<file path="config.mk">
export PLATFORM = sky130hd
export DESIGN_NAME = ocr_control_regs
export DESIGN_NICKNAME = d
export VERILOG_FILES = /design/src/ocr_pkg.sv /design/src/ocr_control_regs.sv /design/src/ocr_countdown.sv /design/src/ocr_pin_sync.sv
export SDC_FILE = /design/constraint.sdc
export NUM_CORES = 1
export LEC_CHECK = 0
export ABC_AREA = 0
export BUFFER_PORTS_ARGS = -buffer_cell sky130_fd_sc_hd__buf_2
export CAP_MARGIN = 20
export CORE_MARGIN = 4
export CORE_UTILIZATION = 34
export CTS_CLUSTER_DIAMETER = 120
export DETAILED_ROUTE_END_ITERATION = 8
export PLACE_DENSITY_LB_ADDON = 0.25
export SLEW_MARGIN = 15
export SYNTH_ARGS = -nofsm -noshare
export SYNTH_HDL_FRONTEND = slang
export SYNTH_HIERARCHICAL = 1
export SYNTH_SLANG_ARGS = --single-unit
export TNS_END_PERCENT = 5
</file>
<file path="constraint.sdc">
create_clock -name ref_clk -period 9.7 [get_ports ref_clk]
set_input_delay 0.485 -clock ref_clk [delete_from_list [all_inputs] [get_ports ref_clk]]
set_output_delay 0.485 -clock ref_clk [all_outputs]
set_load 0.005 [all_outputs]
</file>
<file path="src/ocr_pkg.sv">
// Constants, register map and state types for the oscillator control block.
package ocr_pkg;

  // ---------------------------------------------------------------------
  // Register addresses
  // ---------------------------------------------------------------------
  localparam logic [7:0] ADDR_FREQ_OFFSET_LOW           = 8'h00;
  localparam logic [7:0] ADDR_GATE_AND_FREQ_OFFSET_HIGH = 8'h01;
  localparam logic [7:0] ADDR_PULL_SPAN_SELECT          = 8'h02;
  localparam logic [7:0] ADDR_FEEDBACK_DIV_INT_FRAC_HIGH = 8'h03;
  localparam logic [7:0] ADDR_FEEDBACK_DIV_FRAC_LOW     = 8'h04;
  localparam logic [7:0] ADDR_FORWARD_DIV_AND_DRIVER    = 8'h05;
  localparam logic [7:0] ADDR_DRIVER_DIV_AND_SETTING    = 8'h06;

  // ---------------------------------------------------------------------
  // Field positions and widths
  // ---------------------------------------------------------------------
  localparam int REG_W          = 16;
  localparam int OFFSET_W       = 26;
  localparam int HIGH_WORD_W    = 10;
  localparam int OE_BIT         = 10;
  localparam int PULL_SPAN_W    = 4;
  localparam int FB_INT_LSB     = 11;
  localparam int FB_INT_W       = 5;
  localparam int FB_FRAC_HIGH_W = 11;
  localparam int FB_FRAC_W      = 27;
  localparam int FWD_DIV_LSB    = 3;
  localparam int FWD_DIV_W      = 13;
  localparam int DRV_CTRL_W     = 3;
  localparam int DRV_DIV_BIT    = 3;
  localparam int DRV_SET_W      = 4;

  // ---------------------------------------------------------------------
  // Reset values
  // ---------------------------------------------------------------------
  localparam logic [15:0] RST_FREQ_OFFSET_LOW  = 16'h0000;
  localparam logic [9:0]  RST_FREQ_OFFSET_HIGH = 10'h000;
  localparam logic        RST_OE_SW            = 1'b0;
  localparam logic [3:0]  RST_PULL_SPAN        = 4'h0;
  localparam logic [15:0] RST_FB_HIGH          = 16'h0000;
  localparam logic [15:0] RST_FB_LOW           = 16'h0000;
  localparam logic [15:0] RST_FWD_DRV          = 16'h0000;
  localparam logic [3:0]  RST_DRV_SET          = 4'h0;

  // ---------------------------------------------------------------------
  // Timing
  // ---------------------------------------------------------------------
  localparam int CLK_PERIOD_NS     = 5;
  localparam int STEER_DELAY_NS    = 103000;
  localparam int STEER_SETTLE_NS   = 16500;
  localparam int STEER_DELAY_CYC   = STEER_DELAY_NS / CLK_PERIOD_NS;
  localparam int STEER_SETTLE_CYC  = STEER_SETTLE_NS / CLK_PERIOD_NS;
  localparam int TIMER_W           = 15;

  // ---------------------------------------------------------------------
  // State types
  // ---------------------------------------------------------------------
  typedef enum logic [1:0] {
    STEER_IDLE   = 2'b00,
    STEER_DELAY  = 2'b01,
    STEER_SETTLE = 2'b10
  } ocr_steer_e;

  typedef struct packed {
    logic [15:0] low_word;
    logic [9:0]  high_word;
    logic        oe_sw;
    logic [3:0]  pull_span;
    logic [15:0] fb_high;
    logic [15:0] fb_low;
    logic [15:0] fwd_drv;
    logic [3:0]  drv_set;
    logic        in_txn;
    logic [7:0]  addr;
    logic        have_byte;
    logic [7:0]  first_byte;
    logic [25:0] pending;
    logic [25:0] applied;
    ocr_steer_e  steer;
    logic        sw_mode;
    logic        oe_out;
    logic [15:0] rd_data;
    logic        rd_valid;
  } ocr_state_s;

endpackage
</file>
<file path="src/ocr_control_regs.sv">
// Control register file, frequency steering sequencer and output gating.
`timescale 1ns/10ps

//
// Function
// - A multi-byte write fills consecutive registers, the address stepping after each completed register.
// - Frequency movement starts a fixed delay after the upper offset register is written.
// - After movement starts the output is reported settled after a fixed settling interval.
// - In software gating mode the driver follows the output-enable bit of the upper-word register.
// - In software gating mode the output starts disabled until the host writes the enable bit.
// - In pin gating mode writes to the output-enable bit are ignored.
// - Software gating exists only when the factory option selects it; otherwise the pin governs.
// - The lower offset register holds offset bits 15 to 0, fully read and write.
// - The upper register holds offset bits 25 to 16 in its low ten bits, bits 15 to 11 read-only.
// - The pull span register holds a four-bit selector with the upper bits read-only.
// - The feedback register holds the integer part in bits 15 to 11 and upper fraction below.
// - The feedback low register holds the lower sixteen fraction bits, fully read and write.
// - A frequency change is launched only by a write to the upper offset register.
// - The offset word is 26-bit two's complement and resets to zero.
// - Unused read-only bits read as zero and ignore writes.
module ocr_control_regs
  import ocr_pkg::*;
#(
  parameter int DELAY_CYCLES = ocr_pkg::STEER_DELAY_CYC
) (
  input  wire logic                          ref_clk,
  input  wire logic                          rst,
  input  wire logic                          sw_gate_strap,
  input  wire logic                          oe_pin,
  input  wire logic                          host_start,
  input  wire logic [7:0]                    host_addr,
  input  wire logic                          host_byte_valid,
  input  wire logic [7:0]                    host_byte,
  input  wire logic                          host_stop,
  input  wire logic                          host_rd_req,
  input  wire logic [7:0]                    host_rd_addr,
  output logic [15:0]                        host_rd_data,
  output logic                               host_rd_valid,
  output logic [ocr_pkg::OFFSET_W-1:0]       freq_offset,
  output logic [ocr_pkg::PULL_SPAN_W-1:0]    pull_span,
  output logic [ocr_pkg::FB_INT_W-1:0]       fb_int,
  output logic [ocr_pkg::FB_FRAC_W-1:0]      fb_frac,
  output logic [ocr_pkg::FWD_DIV_W-1:0]      fwd_div,
  output logic [ocr_pkg::DRV_CTRL_W-1:0]     drv_ctrl,
  output logic [ocr_pkg::DRV_SET_W-1:0]      drv_setting,
  output logic                               steer_pending,
  output logic                               steer_moving,
  output logic                               out_enable
);

  // -----------------------------------------------------------------------
  // Declarations
  // -----------------------------------------------------------------------
  localparam logic [TIMER_W-1:0] DELAY_LOAD  = TIMER_W'(DELAY_CYCLES - 1);
  localparam logic [TIMER_W-1:0] SETTLE_LOAD = TIMER_W'(STEER_SETTLE_CYC - 1);

  ocr_state_s  st_reg;
  ocr_state_s  st_next;
  logic        pin_level;
  logic        delay_start;
  logic        delay_done;
  logic        settle_start;
  logic        settle_done;
  logic [15:0] word;
  logic        word_done;

  // -----------------------------------------------------------------------
  // Support blocks
  // -----------------------------------------------------------------------
  ocr_pin_sync u_pin_sync (
    .ref_clk (ref_clk),
    .rst     (rst),
    .pin_in  (oe_pin),
    .level   (pin_level)
  );

  ocr_countdown #(
    .WIDTH (TIMER_W)
  ) u_delay (
    .ref_clk (ref_clk),
    .rst     (rst),
    .start   (delay_start),
    .load    (DELAY_LOAD),
    .busy    (),
    .done    (delay_done)
  );

  ocr_countdown #(
    .WIDTH (TIMER_W)
  ) u_settle (
    .ref_clk (ref_clk),
    .rst     (rst),
    .start   (settle_start),
    .load    (SETTLE_LOAD),
    .busy    (),
    .done    (settle_done)
  );

  // -----------------------------------------------------------------------
  // Next state
  // -----------------------------------------------------------------------
  always_comb begin
    st_next      = st_reg;
    delay_start  = 1'b0;
    settle_start = 1'b0;
    word         = {st_reg.first_byte, host_byte};
    word_done    = 1'b0;
    st_next.rd_valid = 1'b0;

    // Byte assembly: high byte first, then low byte completes a register.
    if (host_start) begin
      st_next.in_txn    = 1'b1;
      st_next.addr      = host_addr;
      st_next.have_byte = 1'b0;
    end else if (host_stop) begin
      // A lone high byte at the end of a transfer is dropped.
      st_next.in_txn    = 1'b0;
      st_next.have_byte = 1'b0;
    end else if (host_byte_valid && st_reg.in_txn) begin
      if (!st_reg.have_byte) begin
        st_next.first_byte = host_byte;
        st_next.have_byte  = 1'b1;
      end else begin
        word_done         = 1'b1;
        st_next.have_byte = 1'b0;
        st_next.addr      = st_reg.addr + 8'h01;
      end
    end

    if (word_done) begin
      case (st_reg.addr)
        ADDR_FREQ_OFFSET_LOW: begin
          st_next.low_word = word;
        end
        ADDR_GATE_AND_FREQ_OFFSET_HIGH: begin
          st_next.high_word = word[HIGH_WORD_W-1:0];
          if (st_reg.sw_mode) begin
            st_next.oe_sw = word[OE_BIT];
          end
          // The word is taken whole so a later lower write cannot tear it.
          st_next.pending = {word[HIGH_WORD_W-1:0], st_reg.low_word};
          delay_start     = 1'b1;
        end
        ADDR_PULL_SPAN_SELECT: begin
          st_next.pull_span = word[PULL_SPAN_W-1:0];
        end
        ADDR_FEEDBACK_DIV_INT_FRAC_HIGH: begin
          st_next.fb_high = word;
        end
        ADDR_FEEDBACK_DIV_FRAC_LOW: begin
          st_next.fb_low = word;
        end
        ADDR_FORWARD_DIV_AND_DRIVER: begin
          st_next.fwd_drv = word;
        end
        ADDR_DRIVER_DIV_AND_SETTING: begin
          st_next.drv_set = word[DRV_SET_W-1:0];
        end
        default: begin
        end
      endcase
    end

    // Steering sequence; a fresh upper write restarts it from the delay.
    case (st_reg.steer)
      STEER_IDLE: begin
        if (delay_start) begin
          st_next.steer = STEER_DELAY;
        end
      end
      STEER_DELAY: begin
        if (delay_start) begin
          st_next.steer = STEER_DELAY;
        end else if (delay_done) begin
          st_next.applied = st_reg.pending;
          st_next.steer   = STEER_SETTLE;
          settle_start    = 1'b1;
        end
      end
      STEER_SETTLE: begin
        if (delay_start) begin
          st_next.steer = STEER_DELAY;
        end else if (settle_done) begin
          st_next.steer = STEER_IDLE;
        end
      end
      default: begin
        st_next.steer = STEER_IDLE;
      end
    endcase

    // Output gating follows the bit or the filtered pin by factory option.
    if (st_reg.sw_mode) begin
      st_next.oe_out = st_next.oe_sw;
    end else begin
      st_next.oe_out = pin_level;
    end

    // Register read-back; reserved and unmapped bits return zero.
    if (host_rd_req) begin
      st_next.rd_valid = 1'b1;
      case (host_rd_addr)
        ADDR_FREQ_OFFSET_LOW: begin
          st_next.rd_data = st_reg.low_word;
        end
        ADDR_GATE_AND_FREQ_OFFSET_HIGH: begin
          st_next.rd_data = {5'h00, st_reg.oe_sw, st_reg.high_word};
        end
        ADDR_PULL_SPAN_SELECT: begin
          st_next.rd_data = {12'h000, st_reg.pull_span};
        end
        ADDR_FEEDBACK_DIV_INT_FRAC_HIGH: begin
          st_next.rd_data = st_reg.fb_high;
        end
        ADDR_FEEDBACK_DIV_FRAC_LOW: begin
          st_next.rd_data = st_reg.fb_low;
        end
        ADDR_FORWARD_DIV_AND_DRIVER: begin
          st_next.rd_data = st_reg.fwd_drv;
        end
        ADDR_DRIVER_DIV_AND_SETTING: begin
          st_next.rd_data = {12'h000, st_reg.drv_set};
        end
        default: begin
          st_next.rd_data = 16'h0000;
        end
      endcase
    end

    // The gating option is a strap held steady through reset.
    if (rst) begin
      st_next            = '0;
      st_next.low_word   = RST_FREQ_OFFSET_LOW;
      st_next.high_word  = RST_FREQ_OFFSET_HIGH;
      st_next.oe_sw      = RST_OE_SW;
      st_next.pull_span  = RST_PULL_SPAN;
      st_next.fb_high    = RST_FB_HIGH;
      st_next.fb_low     = RST_FB_LOW;
      st_next.fwd_drv    = RST_FWD_DRV;
      st_next.drv_set    = RST_DRV_SET;
      st_next.steer      = STEER_IDLE;
      st_next.sw_mode    = sw_gate_strap;
      st_next.oe_out     = 1'b0;
      delay_start        = 1'b0;
      settle_start       = 1'b0;
    end
  end

  always_ff @(posedge ref_clk) begin
    st_reg <= st_next;
  end

  // -----------------------------------------------------------------------
  // Outputs
  // -----------------------------------------------------------------------
  assign host_rd_data  = st_reg.rd_data;
  assign host_rd_valid = st_reg.rd_valid;
  assign freq_offset   = st_reg.applied;
  assign pull_span     = st_reg.pull_span;
  assign fb_int        = st_reg.fb_high[REG_W-1:FB_INT_LSB];
  assign fb_frac       = {st_reg.fb_high[FB_FRAC_HIGH_W-1:0], st_reg.fb_low};
  assign fwd_div       = st_reg.fwd_drv[REG_W-1:FWD_DIV_LSB];
  assign drv_ctrl      = st_reg.fwd_drv[DRV_CTRL_W-1:0];
  assign drv_setting   = st_reg.drv_set;
  assign steer_pending = (st_reg.steer == STEER_DELAY);
  assign steer_moving  = (st_reg.steer == STEER_SETTLE);
  assign out_enable    = st_reg.oe_out;

endmodule

</file>
<file path="src/ocr_countdown.sv">
// Restartable countdown timer that pulses when its interval has elapsed.
`timescale 1ns/10ps
module ocr_countdown #(
  parameter int WIDTH = 15
) (
  input  wire logic             ref_clk,
  input  wire logic             rst,
  input  wire logic             start,
  input  wire logic [WIDTH-1:0] load,
  output logic                  busy,
  output logic                  done
);

  typedef struct packed {
    logic             run;
    logic [WIDTH-1:0] cnt;
  } ocr_timer_s;

  ocr_timer_s tmr_reg;
  ocr_timer_s tmr_next;

  // -----------------------------------------------------------------------
  // Next state
  // -----------------------------------------------------------------------
  // A start while running restarts the interval from the full load value.
  always_comb begin
    tmr_next = tmr_reg;
    if (start) begin
      tmr_next.run = 1'b1;
      tmr_next.cnt = load;
    end else if (tmr_reg.run) begin
      if (tmr_reg.cnt == '0) begin
        tmr_next.run = 1'b0;
      end else begin
        tmr_next.cnt = tmr_reg.cnt - 1'b1;
      end
    end
    if (rst) begin
      tmr_next = '0;
    end
  end

  always_ff @(posedge ref_clk) begin
    tmr_reg <= tmr_next;
  end

  assign busy = tmr_reg.run;
  assign done = tmr_reg.run && (tmr_reg.cnt == '0) && !start;

endmodule

</file>
<file path="src/ocr_pin_sync.sv">
// Three-stage synchroniser with agreement filter for the enable pin.
`timescale 1ns/10ps
module ocr_pin_sync (
  input  wire logic ref_clk,
  input  wire logic rst,
  input  wire logic pin_in,
  output logic      level
);

  typedef struct packed {
    logic s1;
    logic s2;
    logic s3;
    logic lvl;
  } ocr_sync_s;

  ocr_sync_s sync_reg;
  ocr_sync_s sync_next;

  // -----------------------------------------------------------------------
  // Next state
  // -----------------------------------------------------------------------
  // The first stage only feeds the second, so a metastable value never
  // reaches the agreement compare.
  always_comb begin
    sync_next    = sync_reg;
    sync_next.s1 = pin_in;
    sync_next.s2 = sync_reg.s1;
    sync_next.s3 = sync_reg.s2;
    if (sync_reg.s2 == sync_reg.s3) begin
      sync_next.lvl = sync_reg.s3;
    end
    if (rst) begin
      sync_next = '0;
    end
  end

  always_ff @(posedge ref_clk) begin
    sync_reg <= sync_next;
  end

  assign level = sync_reg.lvl;

endmodule

</file>
==> results.md <==
- Total Negative Setup Slacks: 0 ps
- Number of placement rows: 60
- Depth of the worst register-to-register path: 13
- Detailed router's first-iteration violation count: 634
- Ordered list of cells on the worst path: ha_1 > nor4b_1 > nand3_1 > nor2_1 > nor3_1 > and2_1 > nand2_1 > nor2_1 > inv_1 > nand2_1 > nor2b_1 > a22oi_1 > a21oi_1
- Max-cap violations: 0
- Flop and latch count out of synthesis: 200
- Starting density of the core: 34.8%
- Final period utilization: 51.1%
- Synth area leaders: sky130_fd_sc_hd__dfxtp_1, sky130_fd_sc_hd__nand2_1, sky130_fd_sc_hd__a21oi_1, sky130_fd_sc_hd__buf_4, sky130_fd_sc_hd__nor2_1
- Top-Level Pins: 134
- Max FFs per register: 64
- Port buffer count: 133
- Data arrival at the endpoint of the critical path: 5310 ps
- Clock root buffer: sky130_fd_sc_hd__clkbuf_16
- Depth of the critical timing path with buffers and inverters included: 13
- Ys Warns: 6
- Count of final setup violators: 0
- DRC violations left: 0
- Most instantiated library cell after synthesis: sky130_fd_sc_hd__nand2_1
- Leakage: 3.76 nW
- Classification of the worst setup path: reg2reg
- Count of final max-slew check failures: 0
- Share of async-settable or async-resettable flops after synthesis: 0%
- Die height: 175 um
- Overall die area: 0.0305 sq mm
- Hold slack: 259 ps
- Overall global routing resource usage: 16.4%
- Proportion of netlist area held by the largest area contributor: 42.3%
- Slowest-stage cell, CP: sky130_fd_sc_hd__nand2_1
- Clk_lat worst skew: 440 ps
- Initial antenna violation count: 0
- Unrepaired setup endpoints after global routing: false
- Setup Buffers After CTS: 0
- CTS tree: yes
- Commonest cells post-synth: sky130_fd_sc_hd__nand2_1, sky130_fd_sc_hd__dfxtp_1, sky130_fd_sc_hd__a21oi_1, sky130_fd_sc_hd__buf_4, sky130_fd_sc_hd__nor2_1
- Worst hold path cell count: 2
- Std-Cell Core Area: 0.0271 sq mm
- Routability Congestion: 0.804
- Cell area after synthesis: 0.00943 sq mm
- Required time of the critical path: 10060 ps
- Number of synthesized flops with an enable pin: 1
- Number of CTS-inserted buffers: 17
- # resized after CTS: 0
- DIE WIDTH: 175 um
- Sort of element at the end of the critical path: register
- Remaining global-route overflow: 0
- Hold violation count in the final report: 0
- Post-placement worst setup slack: 4020 ps
- Syn Inst Count: 1164
- Final Instance Area: 0.0103 sq mm
- Total power per unit cell area: 151 mW/mm^2
- Setup WS post-layout: 4740 ps
- Pre-antenna DRT Iters: 7
- Pin count of the biggest net entering global routing: 104
- Count of antenna diodes in the layout: 0
- Vias in the first global route: 7239
- Final WL: 25200 um
- Routed vias: 7681
- First-pass GRT wire length: 40200 um
- Share of the yosys chip area belonging to registers: 42.6%
- Family with the most delay on the worst path: simple AND/OR/NAND/NOR gates
- Mean Syn Cell Area: 8.10 sq um
- Maximum achievable frequency: 0.202 GHz
- Highest ir drop seen on vdd: 0.120 mV
- Max_slew headroom: 36.9%
- Hold-fix buffers at CTS: 0
- Worst clock skew: 9.34 ps
- Buffers and inverters on the worst path: 1
- Result of the run: completed
- Cell type contributing the most total cell area after synthesis: sky130_fd_sc_hd__dfxtp_1
- Number of library cell types mapped by synthesis: 64
- Number of vias per cell: 4.89
- Slew at the pin with the worst max-slew slack: 943 ps
- Fraction of final layout cells with drive strength greater than 1: 18.3%
- Worst min-delay path category: in2reg
- Startpoint type of the worst setup path: register
- HPWL after detailed placement: 17800 um
- Final design utilization: 38.0%
- Clock Sinks: 200
- Signed area change from the synthesized netlist to the final layout: 9.14%
- Maximum fanout along the worst path: 27
- Setup slack of the most critical reg-to-reg path: 4740 ps
- Wirelength per Cell: 16.0 um
- Nets@finish: 1225
- Clk pin slew, worst setup/hold paths: 70 ps
- Cell area reported after detailed placement: 0.00973 sq mm
- Delay of the slowest cell on the worst path: 690 ps
- Longest Clk Path Bufs: 2
- CTS H-tree lvls: 4
- Predominant post-synthesis flop cell: sky130_fd_sc_hd__dfxtp_1
- Antenna-violating nets left: 0
- Min Tclk post-route: 4960 ps
-- layer usage --
metal	track usage [%]	routed length, um	vias up
met5	0	0	-
met1	22.1	11600	3568
met3	4.15	1480	25
li1	-	-	3890
met4	4.42	438	0
met2	26.1	11600	198
-- report_power, final --
group | switching [W] | internal [W]
Sequential | 0.00000547 | 0.000825
Combinational | 0.0000361 | 0.0000153
Clock | 0.000339 | 0.000335
Total | 0.000380 | 0.00118
-- worst paths after layout --
check                                                  startpoint                           endpoint
worst min register to register  u_pin_sync/sync_reg[3]$_SDFF_PP0_  u_pin_sync/sync_reg[2]$_SDFF_PP0_
worst max-delay path                      st_reg[82]$_SDFFE_PP0P_   u_settle/tmr_reg[5]$_SDFFE_PP0P_
worst min-delay path                                       oe_pin  u_pin_sync/sync_reg[3]$_SDFF_PP0_
worst max register to register            st_reg[82]$_SDFFE_PP0P_   u_settle/tmr_reg[5]$_SDFFE_PP0P_
-- cells in the final DEF (no fill, tap or decap), types with 7 or more instances in the layout --
master / count
sky130_fd_sc_hd__a211oi_1: 10
sky130_fd_sc_hd__a21oi_1: 149
sky130_fd_sc_hd__a221oi_1: 11
sky130_fd_sc_hd__a22oi_1: 18
sky130_fd_sc_hd__buf_2: 132
sky130_fd_sc_hd__buf_4: 11
sky130_fd_sc_hd__clkbuf_16: 17
sky130_fd_sc_hd__conb_1: 32
sky130_fd_sc_hd__dfxtp_1: 199
sky130_fd_sc_hd__inv_1: 10
sky130_fd_sc_hd__mux2_2: 9
sky130_fd_sc_hd__mux2i_1: 21
sky130_fd_sc_hd__nand2_1: 272
sky130_fd_sc_hd__nand3_1: 21
sky130_fd_sc_hd__nand4_1: 7
sky130_fd_sc_hd__nor2_1: 70
sky130_fd_sc_hd__nor2b_1: 15
sky130_fd_sc_hd__nor3_1: 25
sky130_fd_sc_hd__o21ai_0: 22
sky130_fd_sc_hd__xor2_1: 13
-- per-stage QoR --
step / cells / power, W
floorplan: 1194 / 0.000881
global placement: 1538 / 0.000901
detailed placement: 1538 / 0.000901
CTS: 1569 / 0.00157
global route: 1571 / 0.00161
finish: 1571 / 0.00156
-- worst register-to-register path, cell delays in order (launching register included) --
cell and delay [ps]:
sky130_fd_sc_hd__dfxtp_1 440, sky130_fd_sc_hd__ha_1 210, sky130_fd_sc_hd__nor4b_1 410, sky130_fd_sc_hd__nand3_1 240
sky130_fd_sc_hd__nor2_1 660, sky130_fd_sc_hd__nor3_1 170, sky130_fd_sc_hd__and2_1 200, sky130_fd_sc_hd__nand2_1 690
sky130_fd_sc_hd__nor2_1 440, sky130_fd_sc_hd__inv_1 630, sky130_fd_sc_hd__nand2_1 260, sky130_fd_sc_hd__nor2b_1 250
sky130_fd_sc_hd__a22oi_1 100, sky130_fd_sc_hd__a21oi_1 180
-- cells by family (layout without fill, tap and decap cells) --
logic type	count (synthesis)	after routing	synth area share, %
other	2	32	0.0797
XOR/XNOR	19	19	1.77
adder cells (fa/ha/maj)	6	6	0.796
multiplexers	36	36	4.74
AND/OR/NAND/NOR	485	485	24.3
AO/OA/AOI/OAI	235	235	14.5
buffers and inverters	181	186	11.2
flip-flops	200	200	42.6
-- area by class of cell --
| cell class | instances | area (sq um) |
|---|---|---|
| Sequential cell | 200 | 4010 |
| Tap cell | 372 | 465 |
| Inverter | 10 | 37.5 |
| Clock buffer | 17 | 425 |
| Clock inverter | 14 | 119 |
| Timing Repair Buffer | 145 | 759 |
| Fill cell | 2805 | 16800 |
| Multi-Input combinational cell | 813 | 4470 |
(Power assumes the default switching activity.)
